### config.mk
export PLATFORM = sky130hd
export DESIGN_NAME = muxed_bus_demux_bridge
export DESIGN_NICKNAME = d
export VERILOG_FILES = /design/src/shared/bridge_pkg.sv /design/src/hw/muxed_bus_demux_bridge.sv
export SDC_FILE = /design/constraint.sdc
export NUM_CORES = 1
export LEC_CHECK = 0
export BUFFER_PORTS_ARGS = -buffer_cell sky130_fd_sc_hd__buf_2
export CAP_MARGIN = 20
export CORE_MARGIN = 1.5
export CORE_UTILIZATION = 35
export DETAILED_ROUTE_END_ITERATION = 10
export GPL_ROUTABILITY_DRIVEN = 0
export PLACE_DENSITY = 0.56
export SLEW_MARGIN = 30
export SYNTH_ARGS = -nofsm -noshare
export SYNTH_HDL_FRONTEND = slang
export SYNTH_SLANG_ARGS = --single-unit
### constraint.sdc
create_clock -name sys_clk -period 5.5 [get_ports sys_clk]
set_input_delay 1.1 -clock sys_clk [delete_from_list [all_inputs] [get_ports sys_clk]]
set_output_delay 1.1 -clock sys_clk [all_outputs]
set_load 0.01 [all_outputs]
### src/shared/bridge_pkg.sv
// package: bus cycle types, timing counts and carrier structs for the bridge
package bridge_pkg;
	localparam int ADDR_W = 16;
	localparam int BYTE_W = 8;
	localparam int ADDR_HI_LSB = 8;
	// read capture goes through a two-flop synchroniser, so a T-state
	// must span at least three sys_clk cycles
	localparam int T_STATE_NS = 12;
	localparam int CLK_NS = 4;
	// one bus T-state in sys_clk cycles, at least one
	localparam int T_CYCLES = (T_STATE_NS + CLK_NS - 1) / CLK_NS;
	localparam logic [7:0] BYTE_ZERO = 8'h00;
	localparam logic [15:0] ADDR_ZERO = 16'h0000;

	typedef enum logic [2:0] {
		ST_IDLE = 3'b000,
		ST_ADDR = 3'b001,
		ST_STROBE = 3'b010,
		ST_END = 3'b011,
		ST_HOLD = 3'b100
	} cycle_state_t;

	typedef enum logic [1:0] {
		OP_READ = 2'b00,
		OP_WRITE = 2'b01,
		OP_IRQ_ACK = 2'b10
	} bus_op_t;

	typedef struct packed {
		bus_op_t op;
		logic io_space;
		logic [15:0] addr;
		logic [7:0] wdata;
	} bus_req_t;

	typedef struct packed {
		logic mem_space_read_n;
		logic mem_space_store_n;
		logic io_space_read_n;
		logic io_space_store_n;
	} space_strobes_t;
endpackage

### src/hw/muxed_bus_demux_bridge.sv
// muxed bus cycle generator with address latch and space strobe decoder
//
// Behaviour
// - each cycle opens with full 16-bit address, high byte dedicated, low shared
// - latch strobe rises on the same edge as the address so the low byte is captured
// - on reads shared lines float once the read strobe is active
// - upper address changes only at the start of each cycle and holds to its end
// - writes follow read timing; data driven after latch strobe falls
// - space-select shows io or memory for the current transfer
// - read, write and interrupt acknowledge strobes share identical timing
// - strobe and hold timing unchanged when heading into bus hold
// - write data stable before write strobe trailing edge; capture there
// - eight-bit latch gives downstream a separate 16-bit address
// - decode read, write, space-select into four space strobes
`timescale 1ns/1ps
module muxed_bus_demux_bridge
	import bridge_pkg::*;
#(
	parameter int T_STATE_CYCLES = T_CYCLES
) (
	input wire logic sys_clk,
	input wire logic rst,
	input wire logic req_valid,
	output logic req_ready,
	input wire bus_req_t req,
	input wire logic hold_request,
	output logic hold_grant,
	output logic rdata_valid,
	output logic [7:0] rdata,
	output logic [7:0] upper_address,
	output logic [7:0] muxed_addr_data_out,
	output logic muxed_addr_data_oe,
	input wire logic [7:0] muxed_addr_data_in,
	output logic addr_latch_strobe,
	output logic read_n,
	output logic write_n,
	output logic irq_acknowledge_n,
	output logic io_select,
	output logic [15:0] demux_address,
	output space_strobes_t space_strobes
);
	// the synchronised read data needs three cycles of strobe to settle
	if (T_STATE_CYCLES < 3) begin : g_bad_timing
		$error("T_STATE_CYCLES must be at least three");
	end

	// ------------------------------------------------------------
	// pin synchronisers
	// ------------------------------------------------------------
	logic [7:0] ad_meta, ad_sync;
	logic hold_meta, hold_sync;
	always_ff @(posedge sys_clk) begin
		ad_meta <= muxed_addr_data_in;
		ad_sync <= ad_meta;
		hold_meta <= hold_request;
		hold_sync <= hold_meta;
	end

	// ------------------------------------------------------------
	// cycle sequencer
	// ------------------------------------------------------------
	cycle_state_t state, next_state;
	logic [15:0] tcnt;
	bus_req_t cur;
	wire t_done = (tcnt == 16'(T_STATE_CYCLES - 1));
	wire start = (state == ST_IDLE) && req_valid && !hold_sync;
	assign req_ready = (state == ST_IDLE) && !hold_sync;

	always_comb begin
		next_state = state;
		case (state)
		ST_IDLE: begin
			if (hold_sync)
				next_state = ST_HOLD;
			else if (req_valid)
				next_state = ST_ADDR;
		end
		ST_ADDR: begin
			if (t_done)
				next_state = ST_STROBE;
		end
		ST_STROBE: begin
			if (t_done)
				next_state = ST_END;
		end
		// hold is only entered from idle so strobe timing never shortens
		ST_END: begin
			if (t_done)
				next_state = ST_IDLE;
		end
		ST_HOLD: begin
			if (!hold_sync)
				next_state = ST_IDLE;
		end
		default: next_state = ST_IDLE;
		endcase
	end

	wire state_change = (next_state != state);
	always_ff @(posedge sys_clk) begin
		if (rst) begin
			state <= ST_IDLE;
			tcnt <= 16'h0000;
			cur <= '0;
		end else begin
			state <= next_state;
			tcnt <= state_change ? 16'h0000 : tcnt + 16'h0001;
			if (start)
				cur <= req;
		end
	end

	// ------------------------------------------------------------
	// processor-side pins
	// ------------------------------------------------------------
	wire in_cycle = (state == ST_ADDR) || (state == ST_STROBE) ||
		(state == ST_END);
	wire is_read = (cur.op == OP_READ);
	wire is_write = (cur.op == OP_WRITE);
	wire is_ack = (cur.op == OP_IRQ_ACK);
	wire strobing = (state == ST_STROBE);
	wire next_ale = (next_state == ST_ADDR);
	wire next_strobe = (next_state == ST_STROBE);
	// data phase covers strobe and end states; address phase the first
	wire drive_addr = (next_state == ST_ADDR);
	wire drive_wdata = (next_state == ST_STROBE || next_state == ST_END)
		&& is_write;
	// low address stands through the whole latch strobe, then data
	wire [7:0] next_ad = start ? req.addr[7:0] :
		drive_addr ? cur.addr[7:0] : cur.wdata;

	always_ff @(posedge sys_clk) begin
		if (rst) begin
			upper_address <= BYTE_ZERO;
			muxed_addr_data_out <= BYTE_ZERO;
			muxed_addr_data_oe <= 1'b0;
			addr_latch_strobe <= 1'b0;
			read_n <= 1'b1;
			write_n <= 1'b1;
			irq_acknowledge_n <= 1'b1;
			io_select <= 1'b0;
			hold_grant <= 1'b0;
		end else begin
			if (start) begin
				upper_address <= req.addr[15:ADDR_HI_LSB];
				io_select <= req.io_space;
			end
			muxed_addr_data_out <= next_ad;
			// reads float the shared lines while strobed
			muxed_addr_data_oe <= drive_addr || drive_wdata;
			addr_latch_strobe <= next_ale;
			// one timing for every strobe type
			read_n <= !(next_strobe && is_read);
			write_n <= !(next_strobe && is_write);
			irq_acknowledge_n <= !(next_strobe && is_ack);
			hold_grant <= (next_state == ST_HOLD);
		end
	end

	// ------------------------------------------------------------
	// read data capture at trailing edge of read strobe
	// ------------------------------------------------------------
	wire rd_trailing = strobing && t_done && is_read;
	always_ff @(posedge sys_clk) begin
		if (rst) begin
			rdata <= BYTE_ZERO;
			rdata_valid <= 1'b0;
		end else begin
			rdata_valid <= rd_trailing;
			if (rd_trailing)
				rdata <= ad_sync;
		end
	end

	// ------------------------------------------------------------
	// demultiplexing latch and strobe decoder
	// ------------------------------------------------------------
	logic [7:0] low_held;
	always_ff @(posedge sys_clk) begin
		if (rst)
			low_held <= BYTE_ZERO;
		else if (addr_latch_strobe)
			low_held <= muxed_addr_data_out;
	end
	// transparent while strobe high, held value otherwise
	wire [7:0] low_addr = addr_latch_strobe ? muxed_addr_data_out :
		low_held;
	assign demux_address = {upper_address, low_addr};

	assign space_strobes.mem_space_read_n = read_n | io_select;
	assign space_strobes.mem_space_store_n = write_n | io_select;
	assign space_strobes.io_space_read_n = read_n | !io_select;
	assign space_strobes.io_space_store_n = write_n | !io_select;
endmodule

Yosys cells after proc, flatten, opt, wreduce, memory -nomap -nowiden --
Cells that the tools add are included.
Word-level totals: register bits after elaboration 95, bits of input ports 39, bits in read-only memories 0, bits in writable memories 0, memories 0, bits in latches 0, logic and storage cells 67
Cells by class: divide/modulo/power cells 0, shift operators 0, multiplexer cells 10, eq/ne operators 12, reduce and logical (&&, ||, !) cells 19, multiply operators 0, add/sub/neg operators 1, $lt $le $gt $ge 0, bitwise gates (word level) 4
Operator list (number):
- two-way mux 8 bit | 3
- two-way mux 3 bit | 6
- adder 16 x 1 -> 16 bit (second input constant) | 1
- == test 16 x 2 -> 1 bit (second input constant) | 1
- one-hot mux 3 bit (5 select lines) | 1
- == test 3 x 2 -> 1 bit (second input constant) | 4
- logical AND 1 bit | 9
- == test 3 x 1 -> 1 bit (second input constant) | 2
- == test 3 bit (second input constant) | 2
- zero test 1 bit | 5
- OR 1 bit | 4
- zero test 3 bit | 1
- inequality test 3 bit | 1
- == test 2 x 1 -> 1 bit (second input constant) | 1
- == test 2 bit (second input constant) | 1
- zero test 2 bit | 1
- logical OR 1 bit | 2
- OR reduction 2 bit | 1

Logic depth before layout (Yosys ltp) --
depth in word-level cells 7, depth in mapped cells 9, gate-level depth less buffers 7

Worst setup path before layout --
No wires, ideal clock.
path type input port to flip-flop, start point input port rst, end point register write_n, arrival time 2.191 ns, slack 3.182 ns, stages on the path 3, required time 5.373 ns, buffers on the path 0, library setup time 0.127 ns, cells stage by stage or2_2 -> or3b_2 -> or3_1
RTL lines:
- from (decl) | line muxed_bus_demux_bridge.sv:22 | input wire logic rst,
- to (signal assigned) | line muxed_bus_demux_bridge.sv:154 | write_n <= !(next_strobe && is_write);
- to (decl) | line muxed_bus_demux_bridge.sv:36 | output logic write_n,

Final worst setup path --
start point register addr_latch_strobe, end point output port demux_address[7]
On the way: longest elaborated chain between the ends 1
RTL lines:
- from (decl) | line muxed_bus_demux_bridge.sv:34 | output logic addr_latch_strobe,
- from (signal assigned) | line muxed_bus_demux_bridge.sv:151 | addr_latch_strobe <= next_ale;
- two-way mux 8 bit
- to (decl) | line muxed_bus_demux_bridge.sv:39 | output logic [15:0] demux_address,
No other way between the ends.

==> reports/summary.md <==
The run finished with clean final reports. The smallest clock period supported by the final layout is computed as 2600 ps. In this run the count of I/O pins placed on the die edge is 92.

Setup repair after global routing left no endpoint under its margin. The count of max-cap constraint violations is 0, and the sum of buffers and inverters on the critical path is 1. Using the TritonRoute via totals, the vias-per-cell ratio works out to 4.56.

The die covers 0.0105 mm2. The clock transition at the register clock pins on the worst setup and hold paths after CTS works out to 110 ps. The leakage power figure was 0.00182 uW; the fraction of power consumed by the clock network was 37.8%. The part of the power in registers is 55.1%. For the pin with the worst max-slew slack, the measured transition is 660 ps. On the critical path the largest part of the delay comes from flip-flops.

The tools report the number of global-route vias before repair as 2394. The logs give 481 for the total number of nets in the final design and 0 for the count of warnings emitted by yosys. Counting flops with a built-in enable in the synthesized netlist gives 0.

The floorplan step set the die height to 102 um. The maximum ir drop on the vdd rail is 0.207 mV, and the synthesis-stage register bit count is 95. Summing all multi-input logic gate instances after layout gives 0.00139 mm2. The min-delay analysis places its worst path in the category reg -> reg. The share of async-settable or async-resettable flops after synthesis is 0%, and the net switching component of the power is 341 uW. Counting every net in the synthesized netlist gives 403. The final max-slew violation count is 0, and the maximum single-stage delay on the critical path is 600 ps. The number of resized instances in the post-cts repair step was 0. For this run, the total global-route usage over all layers was measured as 13.7%.

The max-slew headroom at the worst pin is 56.0%. The leading register cell type out of synthesis is dfxtp_1. In this run the deepest clock path goes through 2 buffers. For the number of optimization iterations in the first detailed-route pass, the log shows 4. Startpoint-to-endpoint class of the critical path: reg -> out. For the initial antenna violation count, the log shows 0. Total wirelength of the detailed-routed design: 6.86 mm. Entering global routing, the biggest net connects 58 pins.

The horizontal extent of the die was 102 um. The core area came out at 0.00968 mm2. Summing all non-filler instances in the final layout gives an area of 0.00418 mm2. The initial utilization of the core area, before any placement, comes to 35.6%.

The cell area after synthesis came out at 0.00345 mm2. The slowest stage cell on the critical path was dfxtp_1. The logs give 978 uW for the cell internal power dissipation and 1500 ps for the arrival time reported for the critical path endpoint. The kind of capture point of the worst setup path is an output pin. Summed over all nets, the half-perimeter wirelength after detailed placement is 4.60 mm.

The H-tree was split into 3 levels. Achievable clock frequency: 385 MHz. Row generation in the floorplan step produced 36 rows. The number of different library cells used by synthesis comes to 39. The root buffer cell chosen for the clock tree is clkbuf_8. Buffers inserted to repair hold after CTS numbered 0. TritonCTS built the clock tree. The clock latency on the worst-skew pair was 360 ps. The ratio of total power to cell area is 316 mW/mm2, and the post-synthesis to final-layout area growth is 20.9%.

In the layout the commonest cells are dfxtp_1 (95), buf_2 (91), nand2_1 (63). For the final routed database, the setup TNS stands at 0 ps. For the setup skew after layout, the log shows 11.3 ps. Dividing the final minimum period by the clock period gives 47.2%. In this run the cell area measured after placement is 0.00395 mm2. In this run the remaining antenna-violating nets after routing total 0.

STA classifies the critical path startpoint as a register. The tools report the required time of the critical path as 4400 ps. The logs give 7.1% for the logic gate share of total power and 998 for the layout filler cell count. In this run the worst path has a maximum fanout of 9. In this run, the number of DRC markers left after iteration 0 of detailed routing was 45. For this block, the via count after detailed routing is 2637. The signal on the critical path passes through mux2_2, buf_2.

The number of buffers created by CTS was 9. Clock tree synthesis found a total of 95 sinks. The number of hold violations in the final report is 0.

Averaged over all synthesized cells, the footprint is 9.54 um2. The count of input and output buffers is 91. Post-CTS timing repair inserted 0 buffers for setup. Across the whole layout, storage elements account for 0.00190 mm2. The share of the yosys chip area belonging to registers is 55.1%.

The library cell used most frequently in the layout, excluding fill and tap cells, is dfxtp_1. Cells with a size suffix above 1 make up 29.2% of the layout. In this run switching power makes up 25.8% of total power. After global routing the overflow that remains totals 0. Setup violations remaining at the end of the flow were counted as 0. The first-pass GRT wire length is 11.1 mm, and the post-synthesis cell count is 362. The repair_antennas step left the layout with diodes totalling 0. In the final routed layout, each cell accounts on average for 11.9 um. In the routed design, unresolved DRC markers number 0.
[worst register-to-register path, cell delays in order (launching register included)]
cell	delay (ps)
dfxtp_1	380
inv_1	60
ha_1	180
nor4b_2	160
and4_1	240
or4_1	710
mux2i_1	210
a211oi_1	260
[worst paths after layout]
kind	startpoint	to	slack (ps)	cells past startpoint
max	addr_latch_strobe	demux_address[7]	2900	2
min	ad_meta[4]	ad_sync[4]	340	0
max reg2reg	tcnt[0]	muxed_addr_data_out[4]	3220	7
min reg2reg	ad_meta[4]	ad_sync[4]	340	0
[routing by layer]
metal / routed length [um] / global-route usage [%] / vias up
met5: 0 / 0 / -
met4: 75 / 4.11 / 0
met3: 330 / 3.90 / 9
met2: 3160 / 22.6 / 69
met1: 3290 / 17.4 / 1212
li1: - / - / 1347
[cell families after synthesis]
family | count (synthesis) | share of synthesized area, %
AO/OA/AOI/OAI | 44 | 7.36
XOR/XNOR | 14 | 3.55
adder cells (fa/ha/maj) | 2 | 0.725
buffers and inverters | 32 | 4.75
flip-flops | 95 | 55.1
multiplexers | 25 | 7.54
AND/OR/NAND/NOR | 150 | 21.0
[registers in the layout, indices dropped and copies added, names as in the netlist, 3 cells and up]
| name | cells |
|---|---|
| low_held | 8 |
| state | 3 |
| cur | 18 |
| ad_sync | 8 |
| upper_address | 8 |
| muxed_addr_data_out | 8 |
| rdata | 8 |
| ad_meta | 8 |
| tcnt | 16 |
[layout make-up]
cell class / count / area share, %
Clock inverter: 7 / 2.46
Timing Repair Buffer: 93 / 11.3
Inverter: 6 / 0.539
Tap cell: 133 / 3.99
Sequential cell: 95 / 45.5
Clock buffer: 9 / 2.97
Multi-Input combinational cell: 235 / 33.2
[synthesized netlist by cell type, types with 6 or more instances]
cell type | count | area share (%)
nor2b_1 | 10 | 1.8
mux2_2 | 8 | 2.6
nor2_1 | 42 | 4.6
a211oi_1 | 9 | 2.0
mux2i_1 | 17 | 4.9
dfxtp_1 | 95 | 55
nand2_1 | 63 | 6.9
buf_4 | 8 | 1.7
inv_1 | 6 | 0.65
a21oi_1 | 29 | 4.2
xnor2_1 | 9 | 2.3
clkbuf_1 | 11 | 1.2
[power by group through the flow]
stage	Sequential (uW)	Combinational, uW	Clock, uW
final	726	94.0	499
after global routing	731	108	548
after CTS	727	96.1	519
after detailed placement	743	95.7	0
after global placement	742	95.1	0
after floorplan	742	60.4	0
[per-stage QoR]
step / cells / setup slack (ps) / utilization (%) / total power [uW] / hold WS [ps]
after floorplan: 362 / 3180 / - / 803 / 310
after global placement: 562 / 2660 / 40.8 / 837 / 310
after detailed placement: 562 / 2630 / 40.8 / 839 / 312
after CTS: 578 / 2820 / 43.1 / 1340 / 339
after global routing: 578 / 2770 / 43.1 / 1390 / 344
final: 578 / 2900 / 43.1 / 1320 / 337
No activity file was read; power rests on OpenSTA's default activity.
